### config.mk
export PLATFORM = sky130hd
export DESIGN_NAME = pdc_divider_config
export DESIGN_NICKNAME = d
export VERILOG_FILES = /design/src/include/pdc_pkg.sv /design/src/hw/pdc_divider_config.sv /design/src/hw/pdc_div_counter.sv
export VERILOG_INCLUDE_DIRS = /design/src /design/src/include
export SDC_FILE = /design/constraint.sdc
export NUM_CORES = 1
export LEC_CHECK = 0
export BUFFER_PORTS_ARGS = -buffer_cell sky130_fd_sc_hd__buf_4
export CAP_MARGIN = 20
export CELL_PAD_IN_SITES_DETAIL_PLACEMENT = 2
export CELL_PAD_IN_SITES_GLOBAL_PLACEMENT = 2
export CORE_UTILIZATION = 39
export CTS_CLUSTER_DIAMETER = 100
export CTS_CLUSTER_SIZE = 16
export DETAILED_ROUTE_END_ITERATION = 16
export MAX_ROUTING_LAYER = met4
export PLACE_DENSITY_LB_ADDON = 0.05
export SLEW_MARGIN = 10
export SYNTH_ARGS = -nofsm -noshare
export SYNTH_HDL_FRONTEND = slang
export SYNTH_SLANG_ARGS = --single-unit
### constraint.sdc
create_clock -name clk_sys -period 6.9 [get_ports clk_sys]
set_input_delay 0.69 -clock clk_sys [delete_from_list [all_inputs] [get_ports clk_sys]]
set_output_delay 0.69 -clock clk_sys [all_outputs]
set_load 0.02 [all_outputs]
### src/include/pdc_defs.svh
// Register indices, field positions, reset values of the PLL divider block
`ifndef PDC_DEFS_SVH
`define PDC_DEFS_SVH

// ------------------------------------------------------------------
// Register indices (byte address is four times the index)
// ------------------------------------------------------------------
`define PDC_IDX_REF_LOW    8'h11
`define PDC_IDX_REF_HIGH   8'h12
`define PDC_IDX_SWALLOW    8'h13
`define PDC_IDX_MAIN_LOW   8'h14
`define PDC_IDX_MAIN_HIGH  8'h15
`define PDC_IDX_CTRL       8'h16

// ------------------------------------------------------------------
// Field positions of the counter-control register
// ------------------------------------------------------------------
`define PDC_BIT_PUMP_MID   7
`define PDC_BIT_RST_REF    6
`define PDC_BIT_RST_FB     5
`define PDC_BIT_RST_ALL    4
`define PDC_BIT_MAIN_BYP   3

// ------------------------------------------------------------------
// Reset values
// ------------------------------------------------------------------
`define PDC_RST_REF_LOW    8'h01
`define PDC_RST_REF_HIGH   6'h00
`define PDC_RST_SWALLOW    6'h00
`define PDC_RST_MAIN_LOW   8'h03
`define PDC_RST_MAIN_HIGH  5'h00
`define PDC_RST_CTRL       5'h00

`endif

### src/include/pdc_pkg.sv
// Types shared by the PLL divider configuration block
package pdc_pkg;

   // ---------------------------------------------------------------
   // Counter-control register contents
   // ---------------------------------------------------------------
   typedef struct packed {
      logic pump_mid;   // Park pump output at half supply
      logic rst_ref;    // Hold reference counter
      logic rst_fb;     // Hold swallow and main counters
      logic rst_all;    // Hold every counter
      logic main_byp;   // Main counter divides by one, in fixed-divide mode only
   } pdc_ctrl_s;

   // ---------------------------------------------------------------
   // Bus answer sequencer
   // ---------------------------------------------------------------
   typedef enum logic [1:0] {
      PDC_BUS_IDLE   = 2'b00,
      PDC_BUS_ANSWER = 2'b01
   } pdc_bus_e;

endpackage : pdc_pkg

### src/hw/pdc_divider_config.sv
// PLL reference and feedback divider registers and counter control
`include "pdc_defs.svh"
`timescale 1ns/10ps
`default_nettype none

module pdc_divider_config (
   input  wire logic        clk_sys,         // 250 MHz system clock
   input  wire logic        reset,           // Async reset, active high
   input  wire logic [9:0]  avs_address,     // Byte address
   input  wire logic        avs_read,        // Read request
   input  wire logic        avs_write,       // Write request
   input  wire logic [31:0] avs_writedata,   // Write data, low byte used
   input  wire logic [3:0]  avs_byteenable,  // Byte lanes
   output logic      [31:0] avs_readdata,    // Read data
   output logic             avs_waitrequest, // Low for the answer cycle
   input  wire logic        ref_tick,        // Reference edge event
   input  wire logic        presc_tick,      // Prescaler output event
   input  wire logic        fixed_divide_mode, // Prescaler mode pin
   output logic             ref_div_pulse,   // Reference divider output
   output logic             fb_div_pulse,    // Feedback divider output
   output logic             modulus_sel,     // Prescaler uses P+1
   output logic             charge_pump_midsupply, // Pump at half supply
   output logic             ref_hold,        // Reference counter held
   output logic             fb_hold          // Feedback counters held
);

   // ---------------------------------------------------------------
   // Declarations
   // ---------------------------------------------------------------
   pdc_pkg::pdc_bus_e  bus_state_q;
   pdc_pkg::pdc_ctrl_s ctrl_q;
   logic [13:0]        ref_div_q;
   logic [5:0]         swallow_q;
   logic [12:0]        main_q;
   logic [7:0]         index_w;
   logic               req_w;
   logic               wr_commit_w;
   logic [7:0]         rd_byte_w;
   logic               rd_hit_w;
   logic               mode_meta_q;
   logic               mode_sync_q;
   logic               bypass_eff_w;
   logic [12:0]        main_div_w;
   logic [5:0]         swallow_cnt_q;
   logic               ref_hold_d;
   logic               fb_hold_d;

   assign index_w = avs_address[9:2];
   assign req_w   = avs_read | avs_write;

   // ---------------------------------------------------------------
   // Bus answer sequencer
   // ---------------------------------------------------------------
   // Every access answers on the second edge: one edge to fetch read
   // data into a flop, so read data never comes from a long mux path
   always_ff @(posedge clk_sys or posedge reset) begin
      if (reset) begin
         bus_state_q     <= pdc_pkg::PDC_BUS_IDLE;
         avs_waitrequest <= 1'b1;
      end else begin
         case (bus_state_q)
            pdc_pkg::PDC_BUS_IDLE: begin
               if (req_w) begin
                  bus_state_q     <= pdc_pkg::PDC_BUS_ANSWER;
                  avs_waitrequest <= 1'b0;
               end
            end
            pdc_pkg::PDC_BUS_ANSWER: begin
               bus_state_q     <= pdc_pkg::PDC_BUS_IDLE;
               avs_waitrequest <= 1'b1;
            end
            default: begin
               bus_state_q     <= pdc_pkg::PDC_BUS_IDLE;
               avs_waitrequest <= 1'b1;
            end
         endcase
      end
   end

   // Write lands on the edge where the master sees waitrequest low
   assign wr_commit_w = avs_write && !avs_waitrequest &&
                        avs_byteenable[0];

   // ---------------------------------------------------------------
   // Read multiplexer
   // ---------------------------------------------------------------
   // Unused upper bits and unmapped addresses read as zero
   always_comb begin
      rd_byte_w = 8'h00;
      rd_hit_w  = 1'b1;
      case (index_w)
         `PDC_IDX_REF_LOW:   rd_byte_w = ref_div_q[7:0];
         `PDC_IDX_REF_HIGH:  rd_byte_w = {2'h0, ref_div_q[13:8]};
         `PDC_IDX_SWALLOW:   rd_byte_w = {2'h0, swallow_q};
         `PDC_IDX_MAIN_LOW:  rd_byte_w = main_q[7:0];
         `PDC_IDX_MAIN_HIGH: rd_byte_w = {3'h0, main_q[12:8]};
         `PDC_IDX_CTRL:      rd_byte_w = {ctrl_q, 3'h0};
         default:            rd_hit_w  = 1'b0;
      endcase
      if (!rd_hit_w) begin
         rd_byte_w = 8'h00;
      end
   end

   // Read data captured when the request is first seen
   always_ff @(posedge clk_sys or posedge reset) begin
      if (reset) begin
         avs_readdata <= 32'h0000_0000;
      end else if (bus_state_q == pdc_pkg::PDC_BUS_IDLE && avs_read) begin
         avs_readdata <= {24'h00_0000, rd_byte_w};
      end
   end

   // ---------------------------------------------------------------
   // Divider value registers
   // ---------------------------------------------------------------
   // Reference divider, split over two byte registers
   always_ff @(posedge clk_sys or posedge reset) begin
      if (reset) begin
         ref_div_q <= {`PDC_RST_REF_HIGH, `PDC_RST_REF_LOW};
      end else if (wr_commit_w && index_w == `PDC_IDX_REF_LOW) begin
         ref_div_q[7:0] <= avs_writedata[7:0];
      end else if (wr_commit_w && index_w == `PDC_IDX_REF_HIGH) begin
         ref_div_q[13:8] <= avs_writedata[5:0];
      end
   end

   // Swallow count, part of the feedback divider
   always_ff @(posedge clk_sys or posedge reset) begin
      if (reset) begin
         swallow_q <= `PDC_RST_SWALLOW;
      end else if (wr_commit_w && index_w == `PDC_IDX_SWALLOW) begin
         swallow_q <= avs_writedata[5:0];
      end
   end

   // Main counter, split over two byte registers
   always_ff @(posedge clk_sys or posedge reset) begin
      if (reset) begin
         main_q <= {`PDC_RST_MAIN_HIGH, `PDC_RST_MAIN_LOW};
      end else if (wr_commit_w && index_w == `PDC_IDX_MAIN_LOW) begin
         main_q[7:0] <= avs_writedata[7:0];
      end else if (wr_commit_w && index_w == `PDC_IDX_MAIN_HIGH) begin
         main_q[12:8] <= avs_writedata[4:0];
      end
   end

   // Counter-control register; bits 2..0 are reserved
   always_ff @(posedge clk_sys or posedge reset) begin
      if (reset) begin
         ctrl_q <= `PDC_RST_CTRL;
      end else if (wr_commit_w && index_w == `PDC_IDX_CTRL) begin
         ctrl_q.pump_mid <= avs_writedata[`PDC_BIT_PUMP_MID];
         ctrl_q.rst_ref  <= avs_writedata[`PDC_BIT_RST_REF];
         ctrl_q.rst_fb   <= avs_writedata[`PDC_BIT_RST_FB];
         ctrl_q.rst_all  <= avs_writedata[`PDC_BIT_RST_ALL];
         ctrl_q.main_byp <= avs_writedata[`PDC_BIT_MAIN_BYP];
      end
   end

   // ---------------------------------------------------------------
   // Mode pin synchroniser
   // ---------------------------------------------------------------
   // Pin is asynchronous to clk_sys; only the second flop is used
   always_ff @(posedge clk_sys or posedge reset) begin
      if (reset) begin
         mode_meta_q <= 1'b0;
         mode_sync_q <= 1'b0;
      end else begin
         mode_meta_q <= fixed_divide_mode;
         mode_sync_q <= mode_meta_q;
      end
   end

   // ---------------------------------------------------------------
   // Counter holds and pump control
   // ---------------------------------------------------------------
   // Own bit and global bit are ORed for each counter
   assign ref_hold_d = ctrl_q.rst_ref | ctrl_q.rst_all;
   assign fb_hold_d  = ctrl_q.rst_fb  | ctrl_q.rst_all;

   always_ff @(posedge clk_sys or posedge reset) begin
      if (reset) begin
         ref_hold              <= 1'b0;
         fb_hold               <= 1'b0;
         charge_pump_midsupply <= 1'b0;
      end else begin
         ref_hold              <= ref_hold_d;
         fb_hold               <= fb_hold_d;
         charge_pump_midsupply <= ctrl_q.pump_mid;
      end
   end

   // ---------------------------------------------------------------
   // Reference divider
   // ---------------------------------------------------------------
   pdc_div_counter #(
      .WIDTH (14)
   ) u_ref_cnt (
      .clk_sys (clk_sys),
      .reset   (reset),
      .tick    (ref_tick),
      .hold    (ref_hold),
      .divisor (ref_div_q),
      .pulse   (ref_div_pulse)
   );

   // ---------------------------------------------------------------
   // Feedback divider: main counter
   // ---------------------------------------------------------------
   // Bypass is ignored outside fixed-divide mode, where the swallow
   // sequence needs a real main count to work against
   assign bypass_eff_w = ctrl_q.main_byp & mode_sync_q;
   assign main_div_w   = bypass_eff_w ? 13'h0001 : main_q;

   pdc_div_counter #(
      .WIDTH (13)
   ) u_main_cnt (
      .clk_sys (clk_sys),
      .reset   (reset),
      .tick    (presc_tick),
      .hold    (fb_hold),
      .divisor (main_div_w),
      .pulse   (fb_div_pulse)
   );

   // ---------------------------------------------------------------
   // Feedback divider: swallow counter
   // ---------------------------------------------------------------
   // Reloads at each feedback cycle; while nonzero the prescaler runs
   // at the higher modulus. Fixed-divide mode never swallows.
   always_ff @(posedge clk_sys or posedge reset) begin
      if (reset) begin
         swallow_cnt_q <= 6'h00;
      end else if (fb_hold) begin
         swallow_cnt_q <= swallow_q;
      end else if (fb_div_pulse) begin
         swallow_cnt_q <= swallow_q;
      end else if (presc_tick && swallow_cnt_q != 6'h00) begin
         swallow_cnt_q <= swallow_cnt_q - 6'h01;
      end
   end

   always_ff @(posedge clk_sys or posedge reset) begin
      if (reset) begin
         modulus_sel <= 1'b0;
      end else begin
         modulus_sel <= !mode_sync_q && !fb_hold &&
                        swallow_cnt_q != 6'h00;
      end
   end

   // ---------------------------------------------------------------
   // Checks
   // ---------------------------------------------------------------
   a_answer_next: assert property (@(posedge clk_sys) disable iff (reset)
      (req_w && bus_state_q == pdc_pkg::PDC_BUS_IDLE)
      |=> !avs_waitrequest ##1 avs_waitrequest)
      else $error("bus answer not one cycle after request");

   a_read_ref_low: assert property (@(posedge clk_sys)
      disable iff (reset)
      (avs_read && !avs_waitrequest &&
       index_w == `PDC_IDX_REF_LOW)
      |-> avs_readdata == {24'h00_0000, ref_div_q[7:0]})
      else $error("reference low byte reads back wrong");

   a_write_ref_hi: assert property (@(posedge clk_sys)
      disable iff (reset)
      (wr_commit_w && index_w == `PDC_IDX_REF_HIGH)
      |=> ref_div_q[13:8] == $past(avs_writedata[5:0]))
      else $error("reference high bits not written");

   a_write_swallow: assert property (@(posedge clk_sys)
      disable iff (reset)
      (wr_commit_w && index_w == `PDC_IDX_SWALLOW)
      |=> swallow_q == $past(avs_writedata[5:0]))
      else $error("swallow count not written");

   a_write_main_lo: assert property (@(posedge clk_sys)
      disable iff (reset)
      (wr_commit_w && index_w == `PDC_IDX_MAIN_LOW)
      |=> main_q[7:0] == $past(avs_writedata[7:0]))
      else $error("main low byte not written");

   a_write_main_hi: assert property (@(posedge clk_sys)
      disable iff (reset)
      (wr_commit_w && index_w == `PDC_IDX_MAIN_HIGH)
      |=> main_q[12:8] == $past(avs_writedata[4:0]))
      else $error("main high bits not written");

   a_pump_park: assert property (@(posedge clk_sys) disable iff (reset)
      (wr_commit_w && index_w == `PDC_IDX_CTRL)
      |=> ##1 charge_pump_midsupply == $past(avs_writedata[7], 2))
      else $error("pump park does not follow control bit");

   a_ref_hold_or: assert property (@(posedge clk_sys) disable iff (reset)
      (ctrl_q.rst_ref || ctrl_q.rst_all) |=> ref_hold)
      else $error("reference counter not held");

   a_fb_hold_or: assert property (@(posedge clk_sys) disable iff (reset)
      (ctrl_q.rst_fb || ctrl_q.rst_all) |=> fb_hold ##1 !fb_div_pulse)
      else $error("feedback counters not held");

   a_all_release: assert property (@(posedge clk_sys) disable iff (reset)
      (!ctrl_q.rst_ref && !ctrl_q.rst_all) |=> !ref_hold)
      else $error("reference hold stuck without cause");

   a_bypass_gate: assert property (@(posedge clk_sys) disable iff (reset)
      !mode_sync_q |-> main_div_w == main_q)
      else $error("bypass acted outside fixed-divide mode");

   a_bypass_div1: assert property (@(posedge clk_sys) disable iff (reset)
      (bypass_eff_w && presc_tick && !fb_hold) |=> fb_div_pulse)
      else $error("bypassed main counter did not divide by one");

   a_mode_no_swallow: assert property (@(posedge clk_sys) disable iff (reset)
      mode_sync_q |=> !modulus_sel)
      else $error("swallow active in fixed-divide mode");

endmodule : pdc_divider_config

`default_nettype wire

### src/hw/pdc_div_counter.sv
// Programmable divide-by-N counter with hold, one pulse per N ticks
`timescale 1ns/10ps
`default_nettype none

module pdc_div_counter #(
   parameter int WIDTH = 14
) (
   input  wire logic             clk_sys,  // System clock
   input  wire logic             reset,    // Async reset, active high
   input  wire logic             tick,     // Input clock event
   input  wire logic             hold,     // Hold counter in reset
   input  wire logic [WIDTH-1:0] divisor,  // Divide ratio, 0 acts as 1
   output logic                  pulse     // One pulse per N ticks
);

   logic [WIDTH-1:0] cnt_q;
   logic             last_w;

   // ---------------------------------------------------------------
   // Terminal count
   // ---------------------------------------------------------------
   // Divisor 0 and 1 both give divide-by-one, no dead setting
   assign last_w = (divisor <= WIDTH'(1)) ||
                   (cnt_q >= divisor - WIDTH'(1));

   // Count ticks; hold parks the counter at its start
   always_ff @(posedge clk_sys or posedge reset) begin
      if (reset) begin
         cnt_q <= '0;
         pulse <= 1'b0;
      end else if (hold) begin
         cnt_q <= '0;
         pulse <= 1'b0;
      end else if (tick) begin
         if (last_w) begin
            cnt_q <= '0;
            pulse <= 1'b1;
         end else begin
            cnt_q <= cnt_q + WIDTH'(1);
            pulse <= 1'b0;
         end
      end else begin
         pulse <= 1'b0;
      end
   end

   // ---------------------------------------------------------------
   // Checks
   // ---------------------------------------------------------------
   a_hold_silent: assert property (@(posedge clk_sys) disable iff (reset)
      hold |=> (!pulse && cnt_q == '0))
      else $error("divider pulsed or counted while held");

   a_pulse_cause: assert property (@(posedge clk_sys) disable iff (reset)
      pulse |-> $past(tick) && !$past(hold))
      else $error("divider pulse without a tick");

endmodule : pdc_div_counter

`default_nettype wire

### After elaboration in Yosys (flattened, before gate mapping)

Index checks and enable logic that the tools add are counted.

* register bits after elaboration: 90
* latch bits: 0
* memory bits (writable): 0
* bits in read-only memories: 0
* input port bits: 53
* output and inout port bits: 39
* word-level logic and storage cells: 94
* memories: 0

* add/subtract/negate cells: 5
* multiply operators: 0
* div/mod/pow operators: 0
* order comparisons: 4
* equality and inequality tests: 7
* shifts and indexed selects: 0
* muxes and demuxes: 23
* bitwise logic cells: 6
* reductions and logical operators: 25

Operators with widths (number)
* two-way mux 13 bit: 4
* == test 8 x 5 -> 1 bit, second input constant: 6
* case mux 8 bit (6 select lines): 1
* two-way mux 14 bit: 3
* two-way mux 6 bit: 3
* adder 14 x 1 -> 14 bit, second input constant: 1
* >= comparator 14 bit: 1
* <= comparator 14 x 1 -> 1 bit, second input constant: 1
* subtractor 14 x 1 -> 14 bit, second input constant: 1
* adder 13 x 1 -> 13 bit, second input constant: 1
* >= comparator 13 bit: 1
* <= comparator 13 x 1 -> 1 bit, second input constant: 1
* subtractor 13 x 1 -> 13 bit, second input constant: 1
* logical AND 1 bit: 12
* two-way mux 1 bit: 9
* two-way mux 8 bit: 1
* nonzero test 6 bit: 1
* OR reduction 6 bit: 1
* subtractor 6 x 1 -> 6 bit, second input constant: 1
* two-way mux 2 bit: 2
* AND reduction 2 bit: 2
* nonzero test 2 bit: 2
* zero test 1 bit: 3
* bitwise OR 1 bit: 3
* other kinds (6): 8

### Logic depth before layout (Yosys ltp)

* depth after elaboration: 8
* gate-level depth with buffers: 16

### Hierarchy

Synthesis repeated with hierarchy kept, for this count alone.

* cell total of the unflattened synthesis: 584
* area, all modules: 5801.8 um2

By module, submodules not included
* pdc_divider_config: instances 1, cells each 278, area each 3089.2 um2
* pdc_div_counter at u_ref_cnt: instances 1, cells each 166, area each 1450.1 um2
* pdc_div_counter at u_main_cnt: instances 1, cells each 140, area each 1262.5 um2

### Worst setup path before layout

OpenSTA, ideal clock, no wires.

* path kind: reg2reg
* from: register main_q[3]
* to: register u_main_cnt.cnt_q[5]
* arrival time: 3.385 ns
* data required time: 6.774 ns
* slack: 3.389 ns
* cell stages (with the launch flop): 15
* path through: dfrtp_1 -> or4_4 -> or2_0 -> or3_1 -> nor3_1 -> xor2_1 -> nand2_1 -> ha_1 -> nand4_1 -> nor2_1 -> a41oi_1 -> o21ai_4 -> nor3_4 -> buf_6 -> a221o_1

* longest elaborated chain between the ends: 7
* elaborated cells on any way between the ends: 8

RTL lines
* start: declaration: line pdc_divider_config.sv:34 `logic [12:0] main_q;`
* start signal: assignment: line pdc_divider_config.sv:140 `` main_q <= {`PDC_RST_MAIN_HIGH, `PDC_RST_MAIN_LOW}; ``
* start signal: assignment: line pdc_divider_config.sv:142 `main_q[7:0] <= avs_writedata[7:0];`
* two-way mux 13 bit *: line pdc_divider_config.sv:214 `assign main_div_w = bypass_eff_w ? 13'h0001 : main_q;`
* subtractor 13 x 1 -> 13 bit: line pdc_div_counter.sv:24 `(cnt_q >= divisor - WIDTH'(1));`
* >= comparator 13 bit: line pdc_div_counter.sv:24
* logical OR 1 bit *: line pdc_div_counter.sv:23 `assign last_w = (divisor <= WIDTH'(1)) ||`
* two-way mux 13 bit *: line pdc_div_counter.sv:35 `if (last_w) begin`
* two-way mux 13 bit *: line pdc_div_counter.sv:34 `end else if (tick) begin`
* two-way mux 13 bit *: line pdc_div_counter.sv:31 `end else if (hold) begin`
* end signal: assignment: line pdc_div_counter.sv:39 `cnt_q <= cnt_q + WIDTH'(1);`
* end: declaration: line pdc_div_counter.sv:16 `logic [WIDTH-1:0] cnt_q;`

Mark *: on every way between the ends. The rest lies on a longest branch, timed or not. The select of a mux whose other input is x is not followed.
A chain may end at the register's enable or synchronous reset.

### Final worst setup path

* from: register main_q[2]
* to: register u_main_cnt.cnt_q[12]

The elaborated chain is that of the path after synthesis.

==> reports/metrics.csv <==
metric;value;unit
Top FF cell, synth;dfrtp_1;
Boundary Pins;92;
Layout Cells excl Fill;767;
Antenna Nets Post-Route;0;
Hold EP;mode_sync_q;
hold path cells;0;
largest net degree at the start of global routing;49;
Syn Inst Count;552;
maxcap violations;0;
Sequential Power Share;42.0;%
Clock Power Share;39.0;%
initial antenna violation count;0;
CP bufs+invs;0;
DRC viols;0;
total number of vias;4368;
number of flops mapped to enable cells by yosys;0;
r2r worst-path depth;13;
routed len/inst;21.0;um
final setup vio count;0;
Critical Path Start Type;register;
Clock Latency Late Sink;360;ps
row count;43;
post-synthesis mux area share;8.34;%
Clock Path Buffers;2;
adder-cell area share of the yosys netlist;7.91;%
Synth async-reset ratio;100;%
Total Wirelength;16100;um
skew final;11.4;ps
die height;121;um
Vias/cell;5.69;
Synth Area in Simple Gates;18.4;%
xor/xnor share of the synthesized area;4.59;%
total core area;13900;um^2
Internal Power;945;uW
Die X;121;um
final core occ;44.5;%
IO buf count;38;
critical path class;register to register;
Layout Nets;670;
Max Freq;236;MHz
post-layout power;1380;uW
GRT overflow;0;
crit-path leading delay family;simple AND/OR/NAND/NOR gates;
count of cell types in the netlist;67;
Post-DP HPWL;12000;um
Cell Area, Synth;5540;um^2
overall global routing resource usage;24.3;%
largest family of logic cells by synthesized area;simple AND/OR/NAND/NOR gates;
post-synthesis sequential area ratio;40.3;%
RSZ-0062 raised after global routing;false;
area grow syn2layout;11.7;%
vias in the first global route;4784;
Pre-antenna DRT Iters;4;
logic gate share of total power;19.0;%
root buffer cell;clkbuf_16;
slowest stage cell, crit path;or4_4;
R2R setup slack;2670;ps
setup bufs post-CTS;0;
delay of the slowest critical-path stage;580;ps
CTS Buf Count;9;
FF-to-FF End;u_main_cnt.cnt_q[12];
Post-CTS Hold Buffers;0;
TNS Setup;0;ps
post-synthesis area per instance;10.0;um^2
maximum vdd ir drop;0.000110;V
Worst-Margin Slew;898;ps
Starting Density;39.9;%
H-tree Lvls;3;
Ant. Diodes;0;
Tmin final;4230;ps
hold crit path type;register to register;
Pleak;0.00299;uW
worst hold path startpoint;mode_meta_q;
relative slew slack;39.9;%
Seq cells post-synth;89;
global-route wire length before repair;26500;um
PwrDens;224;nW/um^2
Slew Limit Fails;0;
Net Sw Power;438;uW
layout cells sized above 1;22.8;%
sw frac;31.7;%
crit-path cells;or4_4 -> or2_0 -> or3_1 -> nor2_1 -> xor2_1 -> nand2_1 -> ha_1 -> o21ai_0 -> o21bai_1 -> a41oi_1 -> o21ai_4 -> nor3_4 -> a221o_1;
CTS tree;built;
die footprint;14700;um^2
Cells after DPL;751;
Placer Congestion;0.810;
Iteration-0 DRC Markers;217;
status;finished clean;
Yosys warning total;0;
Critical Path RT;7200;ps
period utilization;61.4;%
Critical Path AT;4530;ps
Worst R2R Start;main_q[2];
final hold viol count;0;
PostCTS Resize Cnt;0;
CTS Sinks;89;
Clock transition at path regs;80;ps
Crit. End Element;register;
Synth Area in Compound Gates;14.8;%
Crit Path Max Fanout;13;
==> how the worst max path moves through the flow <==
stage	slack [ps]	from	cells past startpoint	end
final	2670	main_q[2]	13	u_main_cnt.cnt_q[12]
after global routing	2390	main_q[3]	13	u_main_cnt.cnt_q[12]
after CTS	2630	main_q[3]	13	u_main_cnt.cnt_q[12]
after detailed placement	2650	main_q[3]	13	u_main_cnt.cnt_q[12]
after global placement	2880	main_q[3]	13	u_main_cnt.cnt_q[12]
after floorplan	3390	main_q[3]	14	u_main_cnt.cnt_q[5]
==> logic make-up after synthesis <==
group                      count (synthesis)
AOI/OAI and AO/OA                        113
xor gates and xnor gates                  29
adders and majority gates                 35
buffers and inverters                     54
DFF                                       89
muxes                                     41
other                                      1
and+or+nand+nor                          190
==> state kept, by name, indices dropped and copies added (netlist names) <==
signal and flops:
avs_readdata 8, avs_waitrequest 1, bus_state_q 1, charge_pump_midsupply 1
ctrl_q 5, fb_hold 1, main_q 13, mode_meta_q 1
mode_sync_q 1, modulus_sel 1, ref_div_q 14, ref_hold 1
swallow_cnt_q 6, swallow_q 6, u_main_cnt.cnt_q 13, u_main_cnt.pulse 1
u_ref_cnt.cnt_q 14, u_ref_cnt.pulse 1
==> layout make-up <==
class / count / area, um^2
clock buffer: 9 / 225
sequential: 89 / 2230
multi-input combinational: 432 / 3080
fill: 1458 / 7700
tap: 180 / 225
timing repair buffer: 39 / 293
inverter: 11 / 42.5
clock inverter: 7 / 83.8
==> worst reg2reg max path, cell delays in order (launching register included) <==
cell and delay [ps]:
dfrtp_1 470, or4_4 580, or2_0 350, or3_1 460, nor2_1 150, xor2_1 170, nand2_1 80, ha_1 300
o21ai_0 210, o21bai_1 130, a41oi_1 320, o21ai_4 190, nor3_4 490, a221o_1 280
==> per-stage QoR <==
step	area [um^2]	setup WS (ps)	hold slack [ps]
after global routing	6180	2390	397
after detailed placement	5870	2650	370
after global placement	5870	2880	338
final	6180	2670	378
after CTS	6180	2630	387
after floorplan	5620	3390	331
==> power by group through the flow <==
stage                     Sequential (uW)  Clock [uW]  Combinational (uW)
after detailed placement              591           0                 262
after floorplan                       588           0                 190
after global placement                589           0                 244
final                                 580         540                 263
after CTS                             581         547                 269
after global routing                  586         570                 298
==> metal layers <==
layer / part of all wire [%] / global-route usage, % / up-vias
met5: 0 / - / -
met2: 48 / 39.2 / 87
met1: 46 / 30.8 / 2213
met3: 2.5 / 4.09 / 26
met4: 2.7 / 8.56 / 0
li1: - / - / 2042
==> synth_stat cells (2+ instances only) <==
master / instances / share of area, %
a211oi_1: 3 / 0.41
a21o_1: 7 / 0.95
a21oi_1: 11 / 0.99
a21oi_2: 2 / 0.32
a221o_1: 4 / 0.72
a221o_2: 3 / 0.61
a221oi_1: 2 / 0.32
a222oi_1: 3 / 0.54
a22o_1: 3 / 0.47
a22o_2: 6 / 1.1
a22oi_1: 15 / 2.0
a31oi_1: 3 / 0.34
and2_1: 3 / 0.34
and3_1: 5 / 0.56
and4_1: 3 / 0.47
buf_2: 2 / 0.18
buf_4: 26 / 3.5
clkbuf_1: 14 / 0.95
dfrtp_1: 85 / 38
dfstp_2: 4 / 1.9
ha_1: 35 / 7.9
inv_1: 11 / 0.75
mux2_2: 41 / 8.3
nand2_1: 52 / 3.5
nand2b_1: 2 / 0.23
nand3_1: 22 / 2.0
nand4_1: 5 / 0.56
nor2_1: 31 / 2.1
nor2b_1: 5 / 0.56
nor3_1: 19 / 1.7
nor3b_1: 2 / 0.27
nor3b_2: 2 / 0.45
nor4_1: 8 / 0.90
o21ai_0: 30 / 2.7
o21bai_1: 2 / 0.27
o22ai_1: 2 / 0.23
o311ai_0: 5 / 0.79
o41ai_1: 3 / 0.47
or2_2: 7 / 0.79
or3_1: 9 / 1.0
or4_4: 2 / 0.41
xnor2_1: 14 / 2.2
xor2_1: 15 / 2.4
==> layout by cell type (no fill, tap or decap), types with 4 or more instances in the layout <==
master     instances
a21o_1             7
a21oi_1           11
a221o_1            4
a22o_2             6
a22oi_1           15
and3_1             5
buf_4             39
clkbuf_16          9
conb_1            24
dfrtp_1           85
dfstp_2            4
ha_1              35
inv_1             10
mux2_2            41
nand2_1           52
nand3_1           22
nand4_1            5
nor2_1            31
nor2b_1            5
nor3_1            19
nor4_1             8
o21ai_0           30
o311ai_0           5
or2_2              7
or3_1              9
xnor2_1           14
xor2_1            15
No activity file was read; power rests on OpenSTA's default activity.
